===== src/rtl/bfc_map.svh =====
// bfc_map.svh: register offsets, field positions, reset values and timing constants
// assumes: included by its bare name from the fan commutator design files
`ifndef BFC_MAP_SVH
`define BFC_MAP_SVH

// ==========================================================================
// register map (byte addresses on the plain register port)
`define BFC_ADDR_W 4
`define BFC_OFS_CTRL 4'h0
`define BFC_OFS_STATUS 4'h4
`define BFC_OFS_DUTY 4'h8

// ==========================================================================
// control register fields and reset values
`define BFC_CTRL_DIV_LSB 0
`define BFC_CTRL_DIV_W 8
`define BFC_CTRL_DIV_RESET 8'h04

// ==========================================================================
// status register fields
`define BFC_ST_HALL_LSB 0
`define BFC_ST_DIR_BIT 3
`define BFC_ST_RUN_BIT 4
`define BFC_ST_UV_BIT 5
`define BFC_ST_OT_BIT 6
`define BFC_ST_ILIM_BIT 7
`define BFC_ST_PROT_BIT 8

// ==========================================================================
// timing and duty constants
`define BFC_CLK_FREQ_KHZ 40000
`define BFC_PWM_MAX_FREQ_KHZ 40
`define BFC_ZERO_DUTY_CODE 8'h10
`define BFC_FULL_DUTY_CODE 8'hF0

`endif


===== src/rtl/bfc_pkg.sv =====
// bfc_pkg.sv: types shared by the fan commutator design files
// assumes: nothing beyond a SystemVerilog compiler
package bfc_pkg;

  // ==========================================================================
  // run state machine, one-hot
  typedef enum logic [2:0] {
    BFC_ST_STOP = 3'b001,
    BFC_ST_RUN = 3'b010,
    BFC_ST_PROTECT = 3'b100
  } bfc_state_e;

  // per-phase drive vector, bit 0 = phase a, bit 2 = phase c
  typedef logic [2:0] bfc_phase_t;

endpackage : bfc_pkg


===== src/rtl/bfc_sync.sv =====
// bfc_sync.sv: three-stage synchroniser with agreement filter for pin inputs
// assumes: inputs are asynchronous levels; a change is taken once stage two and three agree
`timescale 1ns/1ps

module bfc_sync #(
  parameter int WIDTH = 8,
  parameter logic [WIDTH-1:0] RESET_VAL = '0
) (
  input wire logic ref_clk,
  input wire logic reset,
  input wire logic [WIDTH-1:0] async_in,
  output logic [WIDTH-1:0] level_out
);

  logic [WIDTH-1:0] stage1;
  logic [WIDTH-1:0] stage2;
  logic [WIDTH-1:0] stage3;

  // ==========================================================================
  // per-bit synchroniser and agreement filter
  genvar i;
  generate
    for (i = 0; i < WIDTH; i++) begin : g_bit
      // stage1 is read only by stage2
      always_ff @(posedge ref_clk) begin
        if (reset) begin
          stage1[i] <= RESET_VAL[i];
          stage2[i] <= RESET_VAL[i];
          stage3[i] <= RESET_VAL[i];
        end else begin
          stage1[i] <= async_in[i];
          stage2[i] <= stage1[i];
          stage3[i] <= stage2[i];
        end
      end

      // a new level counts only when two samples agree, rejecting single-cycle noise
      always_ff @(posedge ref_clk) begin
        if (reset) begin
          level_out[i] <= RESET_VAL[i];
        end else if (stage2[i] == stage3[i]) begin
          level_out[i] <= stage3[i];
        end
      end
    end
  endgenerate

  // ==========================================================================
  // checks
  property p_sync_agree;
    @(posedge ref_clk) disable iff (reset)
      (level_out != $past(level_out)) |-> ($past(stage2) == $past(stage3));
  endproperty
  a_sync_agree: assert property (p_sync_agree) else $error("filtered level changed without agreement");

endmodule : bfc_sync


===== src/rtl/bfc_core.sv =====
// bfc_core.sv: digital control of a three-phase brushless fan driver
// assumes: hall, run/stop, direction and protection inputs are comparator levels from pins;
// the speed command arrives as an 8-bit code from a converter on ref_clk
//
// Design decisions made here: the strobed register port and the register offsets.
`timescale 1ns/1ps
`include "bfc_map.svh"

module bfc_core #(
  parameter logic [7:0] ZERO_DUTY_CODE = `BFC_ZERO_DUTY_CODE,
  parameter logic [7:0] FULL_DUTY_CODE = `BFC_FULL_DUTY_CODE
) (
  input wire logic ref_clk,
  input wire logic reset,
  input wire logic [7:0] speed_command_input,
  input wire logic hall_channel_a,
  input wire logic hall_channel_b,
  input wire logic hall_channel_c,
  input wire logic run_stop,
  input wire logic direction,
  input wire logic undervoltage,
  input wire logic overtemp,
  input wire logic current_sense_input,
  input wire logic [`BFC_ADDR_W-1:0] reg_addr,
  input wire logic [31:0] reg_wdata,
  input wire logic reg_wr,
  input wire logic reg_rd,
  output logic [31:0] reg_rdata,
  output logic phase_output_a_high,
  output logic phase_output_b_high,
  output logic phase_output_c_high,
  output logic phase_output_a_low,
  output logic phase_output_b_low,
  output logic phase_output_c_low,
  output logic speed_pulse_single,
  output logic speed_pulse_triple
);

  // ==========================================================================
  // derived timing: shortest carrier period in cycles, rounded up, and the divider floor
  localparam int PWM_STEPS = 256;
  localparam int MIN_PERIOD_CYC = (`BFC_CLK_FREQ_KHZ + `BFC_PWM_MAX_FREQ_KHZ - 1) / `BFC_PWM_MAX_FREQ_KHZ;
  localparam int MIN_DIV_INT = (MIN_PERIOD_CYC + PWM_STEPS - 1) / PWM_STEPS;
  localparam logic [7:0] MIN_DIV = 8'(MIN_DIV_INT);

  // ==========================================================================
  // pin synchronisers; stop and reverse idle high, matching a floating pin
  localparam logic [7:0] SYNC_RESET = 8'h18;
  logic [7:0] sync_raw;
  logic [7:0] sync_lvl;
  logic hall_a_s;
  logic hall_b_s;
  logic hall_c_s;
  logic stop_s;
  logic reverse_s;
  logic uv_s;
  logic ot_s;
  logic ilim_s;

  assign sync_raw = {current_sense_input, overtemp, undervoltage, direction, run_stop,
                     hall_channel_c, hall_channel_b, hall_channel_a};

  bfc_sync #(
    .WIDTH(8),
    .RESET_VAL(SYNC_RESET)
  ) u_sync (
    .ref_clk(ref_clk),
    .reset(reset),
    .async_in(sync_raw),
    .level_out(sync_lvl)
  );

  // split the filtered levels
  assign hall_a_s = sync_lvl[0];
  assign hall_b_s = sync_lvl[1];
  assign hall_c_s = sync_lvl[2];
  assign stop_s = sync_lvl[3];
  assign reverse_s = sync_lvl[4];
  assign uv_s = sync_lvl[5];
  assign ot_s = sync_lvl[6];
  assign ilim_s = sync_lvl[7];

  // ==========================================================================
  // registers
  logic [7:0] carrier_div;
  logic [7:0] div_eff;
  logic ilim_hold;
  logic [7:0] duty_eff;
  bfc_pkg::bfc_state_e state;
  bfc_pkg::bfc_state_e next_state;

  // software write of the carrier divider
  always_ff @(posedge ref_clk) begin
    if (reset) begin
      carrier_div <= `BFC_CTRL_DIV_RESET;
    end else if (reg_wr && reg_addr == `BFC_OFS_CTRL) begin
      carrier_div <= reg_wdata[`BFC_CTRL_DIV_LSB +: `BFC_CTRL_DIV_W];
    end
  end

  // divider floor keeps the carrier at or below its maximum frequency
  assign div_eff = (carrier_div < MIN_DIV) ? MIN_DIV : carrier_div;

  // read data valid only in the cycle after the read strobe
  always_ff @(posedge ref_clk) begin
    if (reset) begin
      reg_rdata <= 32'h0000_0000;
    end else if (reg_rd) begin
      case (reg_addr)
        `BFC_OFS_CTRL: reg_rdata <= {24'h00_0000, carrier_div};
        `BFC_OFS_STATUS: begin
          reg_rdata <= {23'h00_0000, state == bfc_pkg::BFC_ST_PROTECT, ilim_s | ilim_hold, ot_s, uv_s,
                        state == bfc_pkg::BFC_ST_RUN, reverse_s, hall_c_s, hall_b_s, hall_a_s};
        end
        `BFC_OFS_DUTY: reg_rdata <= {24'h00_0000, duty_eff};
        default: reg_rdata <= 32'h0000_0000;
      endcase
    end else begin
      reg_rdata <= 32'h0000_0000;
    end
  end

  // ==========================================================================
  // carrier: step enable from the divider, 8-bit ramp
  logic [7:0] div_cnt;
  logic step_en;
  logic [7:0] pwm_cnt;
  logic period_start;

  always_ff @(posedge ref_clk) begin
    if (reset) begin
      div_cnt <= 8'h00;
      step_en <= 1'b0;
    end else if (div_cnt >= div_eff - 8'h01) begin
      div_cnt <= 8'h00;
      step_en <= 1'b1;
    end else begin
      div_cnt <= div_cnt + 8'h01;
      step_en <= 1'b0;
    end
  end

  always_ff @(posedge ref_clk) begin
    if (reset) begin
      pwm_cnt <= 8'h00;
    end else if (step_en) begin
      pwm_cnt <= pwm_cnt + 8'h01;
    end
  end

  assign period_start = step_en && pwm_cnt == 8'hFF;

  // ==========================================================================
  // duty mapping: dead band at the bottom gives 0%, saturation at the top gives 100%
  always_ff @(posedge ref_clk) begin
    if (reset) begin
      duty_eff <= 8'h00;
    end else if (speed_command_input <= ZERO_DUTY_CODE) begin
      duty_eff <= 8'h00;
    end else if (speed_command_input >= FULL_DUTY_CODE) begin
      duty_eff <= 8'hFF;
    end else begin
      duty_eff <= speed_command_input;
    end
  end

  logic pwm_on;
  // 8'hFF means always on, so the full span reaches 100%
  assign pwm_on = (duty_eff == 8'hFF) || (pwm_cnt < duty_eff);

  // ==========================================================================
  // current limiter: trip holds the high side off until the next period; set wins over clear
  always_ff @(posedge ref_clk) begin
    if (reset) begin
      ilim_hold <= 1'b0;
    end else if (ilim_s) begin
      ilim_hold <= 1'b1;
    end else if (period_start) begin
      ilim_hold <= 1'b0;
    end
  end

  // ==========================================================================
  // run state machine
  always_comb begin
    next_state = state;
    case (state)
      bfc_pkg::BFC_ST_STOP: begin
        if (uv_s || ot_s) begin
          next_state = bfc_pkg::BFC_ST_PROTECT;
        end else if (!stop_s) begin
          next_state = bfc_pkg::BFC_ST_RUN;
        end
      end
      bfc_pkg::BFC_ST_RUN: begin
        if (uv_s || ot_s) begin
          next_state = bfc_pkg::BFC_ST_PROTECT;
        end else if (stop_s) begin
          next_state = bfc_pkg::BFC_ST_STOP;
        end
      end
      bfc_pkg::BFC_ST_PROTECT: begin
        if (!uv_s && !ot_s) begin
          next_state = bfc_pkg::BFC_ST_STOP;
        end
      end
      default: next_state = bfc_pkg::BFC_ST_STOP;
    endcase
  end

  always_ff @(posedge ref_clk) begin
    if (reset) begin
      state <= bfc_pkg::BFC_ST_STOP;
    end else begin
      state <= next_state;
    end
  end

  // ==========================================================================
  // hall decode: six states, one high and one low phase each; reverse swaps them
  logic [2:0] hall_code;
  bfc_pkg::bfc_phase_t dec_high;
  bfc_pkg::bfc_phase_t dec_low;
  bfc_pkg::bfc_phase_t next_high;
  bfc_pkg::bfc_phase_t next_low;
  logic hall_valid;

  assign hall_code = {hall_c_s, hall_b_s, hall_a_s};
  assign hall_valid = hall_code != 3'b000 && hall_code != 3'b111;

  always_comb begin
    dec_high = 3'b000;
    dec_low = 3'b000;
    case (hall_code)
      3'b101: begin dec_high = 3'b001; dec_low = 3'b010; end
      3'b100: begin dec_high = 3'b001; dec_low = 3'b100; end
      3'b110: begin dec_high = 3'b010; dec_low = 3'b100; end
      3'b010: begin dec_high = 3'b010; dec_low = 3'b001; end
      3'b011: begin dec_high = 3'b100; dec_low = 3'b001; end
      3'b001: begin dec_high = 3'b100; dec_low = 3'b010; end
      default: begin dec_high = 3'b000; dec_low = 3'b000; end
    endcase
  end

  logic gate_off;
  // any protection or stop kills the high side whatever the pwm does
  assign gate_off = uv_s || ot_s || stop_s || ilim_s || ilim_hold ||
                    state != bfc_pkg::BFC_ST_RUN;

  always_comb begin
    if (reverse_s) begin
      next_high = dec_low;
      next_low = dec_high;
    end else begin
      next_high = dec_high;
      next_low = dec_low;
    end
    if (gate_off || !pwm_on) begin
      next_high = 3'b000;
    end
  end

  // low side follows commutation alone, so a current trip leaves the short brake in place
  always_ff @(posedge ref_clk) begin
    if (reset) begin
      {phase_output_c_high, phase_output_b_high, phase_output_a_high} <= 3'b000;
      {phase_output_c_low, phase_output_b_low, phase_output_a_low} <= 3'b000;
    end else begin
      {phase_output_c_high, phase_output_b_high, phase_output_a_high} <= next_high;
      {phase_output_c_low, phase_output_b_low, phase_output_a_low} <= next_low;
    end
  end

  // ==========================================================================
  // speed pulses: hall a level, and parity of all three halls at three times its rate
  always_ff @(posedge ref_clk) begin
    if (reset) begin
      speed_pulse_single <= 1'b0;
      speed_pulse_triple <= 1'b0;
    end else begin
      speed_pulse_single <= hall_a_s;
      speed_pulse_triple <= hall_a_s ^ hall_b_s ^ hall_c_s;
    end
  end

  // ==========================================================================
  // checks
  logic [2:0] high_o;
  logic [2:0] low_o;
  assign high_o = {phase_output_c_high, phase_output_b_high, phase_output_a_high};
  assign low_o = {phase_output_c_low, phase_output_b_low, phase_output_a_low};

  property p_zero_duty;
    @(posedge ref_clk) disable iff (reset) (duty_eff == 8'h00) |=> (high_o == 3'b000);
  endproperty
  a_zero_duty: assert property (p_zero_duty) else $error("high side on at zero duty");

  property p_full_on;
    @(posedge ref_clk) disable iff (reset)
      (duty_eff == 8'hFF && !gate_off && hall_valid) |=> $onehot(high_o);
  endproperty
  a_full_on: assert property (p_full_on) else $error("full duty not driving high side");

  property p_high_single;
    @(posedge ref_clk) disable iff (reset) $onehot0(high_o) && ((high_o & low_o) == 3'b000);
  endproperty
  a_high_single: assert property (p_high_single) else $error("phase drive overlap");

  property p_carrier_floor;
    @(posedge ref_clk) disable iff (reset) step_en |=> !step_en [*3];
  endproperty
  a_carrier_floor: assert property (p_carrier_floor) else $error("carrier steps too fast");

  property p_uv_off;
    @(posedge ref_clk) disable iff (reset) uv_s |=> high_o == 3'b000;
  endproperty
  a_uv_off: assert property (p_uv_off) else $error("high side on in undervoltage");

  property p_ot_off;
    @(posedge ref_clk) disable iff (reset) ot_s |=> high_o == 3'b000;
  endproperty
  a_ot_off: assert property (p_ot_off) else $error("high side on in overtemperature");

  property p_ilim_hold;
    @(posedge ref_clk) disable iff (reset) (ilim_s ##1 !period_start) |=> high_o == 3'b000;
  endproperty
  a_ilim_hold: assert property (p_ilim_hold) else $error("high side on after current trip");

  property p_stop_off;
    @(posedge ref_clk) disable iff (reset) stop_s |=> (high_o == 3'b000 && state != bfc_pkg::BFC_ST_RUN);
  endproperty
  a_stop_off: assert property (p_stop_off) else $error("stop did not hold high side off");

  property p_brake_low;
    @(posedge ref_clk) disable iff (reset) (ilim_s && hall_valid) |=> $onehot(low_o);
  endproperty
  a_brake_low: assert property (p_brake_low) else $error("low side dropped during current trip");

  property p_reverse;
    @(posedge ref_clk) disable iff (reset) (reverse_s && hall_code == 3'b101) |=> low_o == 3'b001;
  endproperty
  a_reverse: assert property (p_reverse) else $error("reverse decode wrong");

  property p_fg_single;
    @(posedge ref_clk) disable iff (reset) ##1 speed_pulse_single == $past(hall_a_s);
  endproperty
  a_fg_single: assert property (p_fg_single) else $error("single speed pulse mismatch");

  property p_fg_triple;
    @(posedge ref_clk) disable iff (reset) $changed(hall_b_s) && $stable(hall_a_s) && $stable(hall_c_s)
      |=> $changed(speed_pulse_triple);
  endproperty
  a_fg_triple: assert property (p_fg_triple) else $error("triple speed pulse missed a hall edge");

  c_run: cover property (@(posedge ref_clk) state == bfc_pkg::BFC_ST_STOP ##1 state == bfc_pkg::BFC_ST_RUN);
  c_protect: cover property (@(posedge ref_clk) state == bfc_pkg::BFC_ST_PROTECT);
  c_ilim: cover property (@(posedge ref_clk) ilim_hold && period_start);
  c_chop: cover property (@(posedge ref_clk) high_o != 3'b000 ##1 high_o == 3'b000);

endmodule : bfc_core


===== config.mk =====
export PLATFORM = sky130hd
export DESIGN_NAME = bfc_core
export DESIGN_NICKNAME = d
export VERILOG_FILES = /design/src/rtl/bfc_pkg.sv /design/src/rtl/bfc_sync.sv /design/src/rtl/bfc_core.sv
export VERILOG_INCLUDE_DIRS = /design/src /design/src/rtl
export SDC_FILE = /design/constraint.sdc
export NUM_CORES = 1
export LEC_CHECK = 0
export BUFFER_PORTS_ARGS = -buffer_cell sky130_fd_sc_hd__clkbuf_2
export CAP_MARGIN = 30
export CORE_UTILIZATION = 35
export DETAILED_ROUTE_END_ITERATION = 8
export GPL_TIMING_DRIVEN = 0
export PLACE_DENSITY = 0.66
export SYNTH_ARGS = -nofsm -noshare
export SYNTH_HDL_FRONTEND = slang
export SYNTH_SLANG_ARGS = --single-unit
export TNS_END_PERCENT = 1

===== constraint.sdc =====
create_clock -name ref_clk -period 3.3 [get_ports ref_clk]
set_input_delay 0 -clock ref_clk [delete_from_list [all_inputs] [get_ports ref_clk]]
set_output_delay 0 -clock ref_clk [all_outputs]
set_load 0.01 [all_outputs]

==> results_dict.tcl, run 1 <==
set metrics [dict create \
    status "finished clean" \
    core_area_mm2 0.0105 \
    fin_setup_tns_ns 0 \
    leakage_nw 1.97 \
    path_max_fanout 9 \
    fin_skew_ns 0.00751 \
    die_w_um 107 \
    postCtsResizedCells 0 \
    vdd_ir_drop_max_mv 0.264 \
    dp.cells 612 \
    rsz0062_at_grt "no" \
    ys_warn_count 0 \
    hold_violations 0 \
    synth_cell_types 50 \
    startpoint_type "register" \
    synthFlopType "dfxtp_1" \
    routedWlPerCell_um 12.3 \
    critical_path_arrival_ns 3.12 \
    overflow 0 \
    finish.instance_area_mm2 0.00473 \
    cts_sinks 86 \
    path_class "reg -> reg" \
    insertion_delay_ns 0.36 \
    cts_made_buffers 9 \
    drv_cap 0 \
    crit_required_ns 3.52 \
    final.min_clock_period_ns 2.89 \
    drt-vias-per-instance 4.59 \
    drive_gt1_share_pct 20.7 \
    maxSlewViolCount 0 \
    pre_cts_slack_ns 0.446 \
    die_area_mm2 0.0114 \
    firstDrtPassIters 4 \
    synthArstFlopShare_pct 0 \
    placedInstanceArea_mm2 0.00432 \
    clk_pin_slew_worst_paths_ns 0.09 \
    htreeDepth 3 \
    final_common_cell "dfxtp_1" \
    area_growth_pct 23.6 \
    cp-end-kind "register" \
    yosysSeqAreaShare_pct 45.0 \
    gp_congestion 0.852 \
    final_cell_mix "86 x dfxtp_1, 50 x nor2_1, 47 x clkbuf_2" \
    grt_pass1_vias 2978 \
    grt_start_max_net_pins 16 \
    nNetsFinal 591 \
    post-route-drc-count 0 \
    hp-class "in -> reg" \
    grt_pass1_wl_um 13400 \
    initialDrtViolationCount 143 \
    syn_area_per_cell_um2 9.40 \
    grt_util_all_layers_pct 15.1 \
    p_per_area_mw_per_mm2 436 \
    largest_reg_flops 9 \
    n_fill_cell 1027 \
    dr_total_vias 2992 \
    timing.fmax_mhz 346 \
    die_h_um 107 \
    detailed_place_hpwl_um 6080 \
    ant_nets 0 \
    worstMarginPinSlew_ns 0.933 \
    clock-root-buffer "clkbuf_8" \
    wl_um 8050 \
    finalWorstSetupSlack_ns 0.408 \
    ff_latch_area_mm2 0.00172 \
    synth-edff-count 0 \
    cts_setup_buffers 0 \
    relSlewSlack_pct 36.2 \
    netlist_area_mm2 0.00383 \
    synth_cells 407 \
    pin_count 96 \
    finalCritPeriodShare_pct 87.6 \
    multiInputGateArea_mm2 0.00191 \
    cts_tree "yes" \
    row_count 37 \
    antenna_found_initial 0 \
    top_register "reg_rdata" \
    diodes 0 \
    initial_core_util_pct 36.6 \
    layoutNonFillerInstCount 652 \
    synth_seq_cells 86 \
    hold-worst-slack_ns 0.126 \
    finalSetupViolations 0 \
    cts_max_path_buffers 2 \
    portBuffers 47 \
]
## stage by stage
| stage | utilization, % | total power, mW |
|---|---|---|
| after floorplan | - | 1.34 |
| after global placement | 41.2 | 1.40 |
| after detailed placement | 41.2 | 1.41 |
| after CTS | 45.2 | 2.09 |
| after global routing | 45.2 | 2.17 |
| final | 45.2 | 2.06 |
## critical path, cell delays in order, from the launching register on
cell	delay [ns]
dfxtp_1	0.38
nor3_1	0.40
nand2_1	0.13
nand2_1	0.12
ha_1	0.21
nand3b_1	0.10
xor2_1	0.16
ha_1	0.22
or4_4	0.53
a21oi_4	0.15
o31ai_4	0.15
nor2b_1	0.20
## cell type report
class	instances	share of cell area, %
Clock inverter	6	0.979
Buffer	37	4.84
Timing Repair Buffer	71	10.1
Multi-Input combinational cell	294	40.5
Sequential cell	86	36.4
Inverter	12	0.952
Clock buffer	10	2.70
Tap cell	136	3.60
## timing repair
item,CTS,global route
hold endpoints to repair,24,0
setup endpoints to repair,0,0
hold buffers,24,0
## Yosys cell counts (all sizes together), types with 5 or more instances
library cell / n / area, µm²
o21ai: 12 / 60.1
nor2: 50 / 188
ha: 24 / 300
a21oi: 27 / 150
xnor2: 7 / 61.3
buf: 27 / 191
inv: 12 / 45.0
nand4: 7 / 43.8
dfxtp: 86 / 1720
xor2: 9 / 78.8
nand2: 19 / 71.3
clkbuf: 10 / 37.5
or2: 6 / 37.5
nor3: 18 / 120
o21a: 7 / 52.6
mux2i: 19 / 190
nand3: 5 / 25.0
nor2b: 24 / 150
## worst paths after layout
path / slack (ns) / to / cells past startpoint / startpoint
worst max register to register: 0.41 / step_en / 11 / carrier_div[3]
worst min-delay path: 0.13 / reg_rdata[7] / 4 / reg_addr[1]
worst max-delay path: 0.41 / step_en / 11 / carrier_div[3]
worst min register to register: 0.41 / u_sync.stage2[3] / 1 / u_sync.stage1[3]
## routing by layer
| metal | GRT usage [%] | vias up | part of all wire, % |
|---|---|---|---|
| li1 | - | 1545 | - |
| met1 | 18.2 | 1356 | 46 |
| met2 | 25.7 | 81 | 47 |
| met3 | 4.26 | 10 | 5.5 |
| met4 | 5.09 | 0 | 1.8 |
| met5 | 0 | - | 0 |
## cells by family after synthesis
group	share of synthesized area (%)
AO/OA/AOI/OAI	10.5
AND/OR/NAND/NOR	20.8
buffers and inverters	7.16
other	0.0980
adder cells (fa/ha/maj)	7.85
multiplexers	4.97
flip-flops	45.0
XOR/XNOR	3.66
## where the power goes
group	internal, mW	switching [mW]
combinational	0.144	0.143
clock	0.277	0.382
sequential	1.08	0.0365
total	1.50	0.562
(Power assumes the default switching activity.)
==> run 2, diff against run 1 <==
Settings changed: CORE_ASPECT_RATIO from default to 0.6, CORE_UTILIZATION 35 to 53, PLACE_DENSITY 0.66 to 0.9.
==> run 2 against run 1 <==
The flow now finishes with violations (DRC). Highest routed layer unchanged. Critical path depth did not move. Sequential power hardly changed. Critical endpoint unchanged. Final area increased by 1.6%. Non-clock buffer count did not move. Clock-buffer cell count up 2. Sequential share of layout area is 0.57 points lower. First-iteration DRC count increased by 15%. Largest cell class unchanged. Total power increased by 19%. Routed wire length grew 4.8%. Hold slack better by 0.092 ns. Maximum frequency decreased by 2.2%.
==> results_dict.tcl, run 2 (synthesis gave the netlist of run 1 again) <==
set metrics [dict create \
    status "complete, but fails checks" \
    violations "DRC" \
    wl_met1_um 3760 \
    die_w_um 112 \
    clk_pin_slew_worst_paths_ns 0.06 \
    htreeDepth 3 \
    wl_um 8430 \
    die_area_mm2 0.00758 \
    largest_reg_flops 9 \
    crit_required_ns 3.50 \
    fin_setup_tns_ns 0 \
    maxSlewViolCount 0 \
    gp_congestion 0.913 \
    rsz0062_at_grt "no" \
    p_per_area_mw_per_mm2 510 \
    relSlewSlack_pct 40.6 \
    drt-vias-per-instance 5.17 \
    highest_layer "met4" \
    cts_setup_buffers 0 \
    core_area_mm2 0.00682 \
    power.total_mw 2.45 \
    initial_core_util_pct 56.1 \
    grt_pass1_wl_um 13400 \
    pin_count 96 \
    leakage_nw 2.04 \
    hold-worst-slack_ns 0.218 \
    placedInstanceArea_mm2 0.00425 \
    final_common_cell "dfxtp_1" \
    final.min_clock_period_ns 2.96 \
    dr_total_vias 3120 \
    n_fill_cell 485 \
    row_count 23 \
    fin_skew_ns 0.00668 \
    post-route-drc-count 4 \
    path_max_fanout 9 \
    firstDrtPassIters 9 \
    timing.fmax_mhz 338 \
    initialDrtViolationCount 165 \
    hold_violations 0 \
    portBuffers 47 \
    detailed_place_hpwl_um 6080 \
    finalCritPeriodShare_pct 89.6 \
    grt_start_max_net_pins 15 \
    nNetsFinal 591 \
    slowest_delay_ns 0.54 \
    path_cells "nor3_1, nand2_1, nand2_1, ha_1, nand3b_1, xor2_1, ha_1, or4_4, a21oi_4, o31ai_4, nor2b_1" \
    overflow 0 \
    antenna_found_initial 0 \
    cts_max_path_buffers 2 \
    area_growth_pct 25.5 \
    cts_made_buffers 9 \
    die_h_um 67.8 \
    wl_met2_um 3830 \
    drive_gt1_share_pct 20.7 \
    r2r_cells 11 \
    startpoint_type "register" \
    min_path_cells 4 \
    postCtsResizedCells 0 \
    cp-end-kind "register" \
    grt_util_all_layers_pct 23.6 \
    cts_tree "yes" \
    final_cell_mix "86 x dfxtp_1, 50 x nor2_1, 47 x clkbuf_2" \
    finish.instance_area_mm2 0.00480 \
    drv_cap 0 \
    finalSetupViolations 0 \
    cts_sinks 86 \
    hp-class "in -> reg" \
    grt_pass1_vias 2920 \
    path_class "reg -> reg" \
    insertion_delay_ns 0.34 \
    diodes 0 \
    vdd_ir_drop_max_mv 0.332 \
    crit_slowest_cell "or4_4" \
    dr_wl_met3_um 656 \
    worstMarginPinSlew_ns 0.869 \
    critical_path_arrival_ns 3.16 \
    clock-root-buffer "clkbuf_16" \
    ant_nets 0 \
    routedWlPerCell_um 14.0 \
    top_register "reg_rdata" \
]
==> run 2: changes by cell type in the layout (fill, tap and decap cells not counted), sizes merged <==
cell,previous run,this run
clkinv,3,0
bufinv,0,1
clkbuf,67,69
==> run 2: per-stage QoR <==
step           util, %  std cells  worst slack (ns)
5_1_grt           70.4        603             0.107
2_1_floorplan        -        429             0.756
3_3_place_gp      62.4        563             0.545
4_1_cts           70.4        603             0.375
6_report          70.4        603             0.343
3_5_place_dp      62.4        563             0.417
==> run 2: metal layers <==
metal  track usage [%]  vias up
met4              10.8        0
met5                 0        -
met1              28.6     1417
met2              39.8      132
met3              6.91       21
li1                  -     1550
==> run 2: what timing repair did <==
action                                  in CTS  in global routing
hold endpoints to repair                    24                  0
hold buffers                                24                  0
endpoints found under the setup margin       0                  0
==> run 2: final timing paths <==
path	start	slack (ns)	to
setup / recovery	carrier_div[3]	0.34	step_en
hold / removal	reg_addr[0]	0.22	reg_rdata[1]
setup reg to reg	carrier_div[3]	0.34	step_en
hold reg to reg	u_sync.stage1[3]	0.41	u_sync.stage2[3]
==> run 2: final cells by class <==
cell class / count / area (µm²) / area share [%]
Multi-Input combinational cell: 294 / 1910 / 39.8
Clock inverter: 4 / 53.8 / 1.12
Tap cell: 87 / 109 / 2.27
Buffer: 37 / 229 / 4.77
Clock buffer: 12 / 256 / 5.34
Sequential cell: 86 / 1720 / 35.8
Timing Repair Buffer: 71 / 475 / 9.90
Inverter: 12 / 45.0 / 0.937
==> run 2: report_power, final <==
group          leakage, nW  switching (mW)  internal (mW)  total, mW
logic                 1.19           0.149          0.144      0.293
registers            0.700          0.0423           1.08       1.12
clock network        0.145           0.403          0.630       1.03
==> run 2: worst max-delay path, delay by kind of cell (launching register included) <==
family | cells | cell delay [ns]
xor gates and xnor gates | 1 | 0.17
adders and majority gates | 2 | 0.43
and+or+nand+nor | 6 | 1.54
AOI/OAI and AO/OA | 2 | 0.31
DFF | 1 | 0.37
==> run 3, diff against run 2 <==
Settings changed: CORE_UTILIZATION 53 to 55, CTS_BUF_LIST from default to sky130_fd_sc_hd__clkbuf_2, PLACE_DENSITY 0.9 to 0.92.
==> run 3 against run 2 <==
The run now ends clean. Flip-flop and latch count unchanged. Maximum frequency is essentially flat. Clock skew rose by 0.015 ns. Critical path type unchanged. Via count up 4.9%. Highest routed layer unchanged. Largest power group unchanged. Largest cell class unchanged. Sequential power about the same. First-iteration DRC count up 70%. Setup slack improved by 0.00097 ns. Total power fell by 19%.
==> results_dict.tcl, run 3 (synthesis gave the netlist of run 1 again) <==
set metrics [dict create \
    status "finished clean" \
    hold_violations 0 \
    relSlewSlack_pct 35.6 \
    finish.instance_area_mm2 0.00470 \
    finalCritPeriodShare_pct 89.6 \
    maxSlewViolCount 0 \
    post-route-drc-count 0 \
    insertion_delay_ns 0.57 \
    critical_path_arrival_ns 3.41 \
    path_max_fanout 9 \
    die_area_mm2 0.00731 \
    htreeDepth 3 \
    fin_setup_tns_ns 0 \
    cp-end-kind "register" \
    cts_sinks 86 \
    worstMarginPinSlew_ns 0.942 \
    hold-worst-slack_ns 0.0497 \
    gp_congestion 0.920 \
    portBuffers 47 \
    pin_count 96 \
    path_class "reg -> reg" \
    crit_slowest_cell "or4_4" \
    area_growth_pct 22.8 \
    crit_required_ns 3.75 \
    final_common_cell "dfxtp_1" \
    drv_cap 0 \
    core_area_mm2 0.00671 \
    cts_made_buffers 9 \
    nNetsFinal 599 \
    startpoint_type "register" \
    grt_pass1_vias 2946 \
    grt_start_max_net_pins 17 \
    detailed_place_hpwl_um 6300 \
    routedWlPerCell_um 14.4 \
    grt_pass1_wl_um 14000 \
    p_per_area_mw_per_mm2 423 \
    clk_pin_slew_worst_paths_ns 0.25 \
    diodes 0 \
    path_cells "nor3_1, nand2_1, nand2_1, ha_1, nand3b_1, xor2_1, ha_1, or4_4, a21oi_4, o31ai_4, nor2b_1" \
    antenna_found_initial 0 \
    largest_reg_flops 9 \
    slowest_delay_ns 0.53 \
    initial_core_util_pct 57.1 \
    hp-class "in -> reg" \
    wl_um 8790 \
    initialDrtViolationCount 281 \
    top_register "reg_rdata" \
    placedInstanceArea_mm2 0.00425 \
    dr_total_vias 3274 \
    drt-vias-per-instance 5.36 \
    rsz0062_at_grt "no" \
    leakage_nw 2.01 \
    cts_max_path_buffers 2 \
    clock-root-buffer "clkbuf_2" \
    timing.fmax_mhz 338 \
    row_count 23 \
    finalSetupViolations 0 \
    die_h_um 66.6 \
    n_fill_cell 496 \
    ant_nets 0 \
    die_w_um 110 \
    drive_gt1_share_pct 20.6 \
    final_cell_mix "86 x dfxtp_1, 56 x clkbuf_2, 50 x nor2_1" \
    cts_tree "yes" \
    firstDrtPassIters 6 \
    final.min_clock_period_ns 2.96 \
    fin_skew_ns 0.0214 \
    grt_util_all_layers_pct 26.0 \
    overflow 0 \
    vdd_ir_drop_max_mv 0.185 \
]
==> run 3: path summary, 6_finish.rpt <==
path | start | end | slack, ns | depth (start not counted)
max | carrier_div[3] | step_en | 0.34 | 11
min | reg_wr | carrier_div[2] | 0.05 | 4
max reg2reg | carrier_div[3] | step_en | 0.34 | 11
min reg2reg | u_sync.stage1[4] | u_sync.stage2[4] | 0.44 | 1
==> run 3: stage by stage <==
step	worst slack (ns)	power, mW	cells	utilization, %
floorplan	0.756	1.34	429	-
detailed placement	0.419	1.41	563	63.4
finish	0.344	1.99	611	70.1
global placement	0.546	1.39	563	63.4
global route	0.0839	2.06	611	70.1
CTS	0.372	1.98	611	70.1
==> run 3: area by class of cell <==
class	instances	area, µm²	area share [%]
multi-input combinational	294	1910	40.7
sequential	86	1720	36.6
timing repair buffer	79	556	11.8
buffer	37	229	4.87
tap	87	109	2.32
clock inverter	7	78.8	1.68
clock buffer	9	45.0	0.959
inverter	12	45.0	0.959
==> run 3: timing repair <==
| action | CTS | global route |
|---|---|---|
| hold buffers | 32 | 0 |
| resized for setup | 0 | 0 |
| buffers inserted | 0 | 0 |
| hold endpoints to repair | 34 | 0 |
==> run 3: critical path, delay by kind of cell (launching register included) <==
family	cells	cell delay, ns
simple gates	6	1.51
xor+xnor	1	0.18
fa+ha+maj	2	0.45
compound gates	2	0.30
flops	1	0.42
==> run 3: per-layer routing <==
metal  up-vias  part of all wire, %  GRT usage, %  routed length, µm
li1       1563                    -             -                  -
met1      1505                   42          31.7               3680
met2       165                   46          43.3               4060
met3        41                  9.1          8.71                799
met4         0                  2.9          8.67                253
met5         -                    0             0                  0
==> run 3: power breakdown <==
part           leakage, nW  switching (mW)  internal (mW)
Combinational         1.23           0.148          0.151
Clock               0.0773           0.380          0.185
Sequential           0.700          0.0402           1.08
Total                 2.01           0.568           1.42
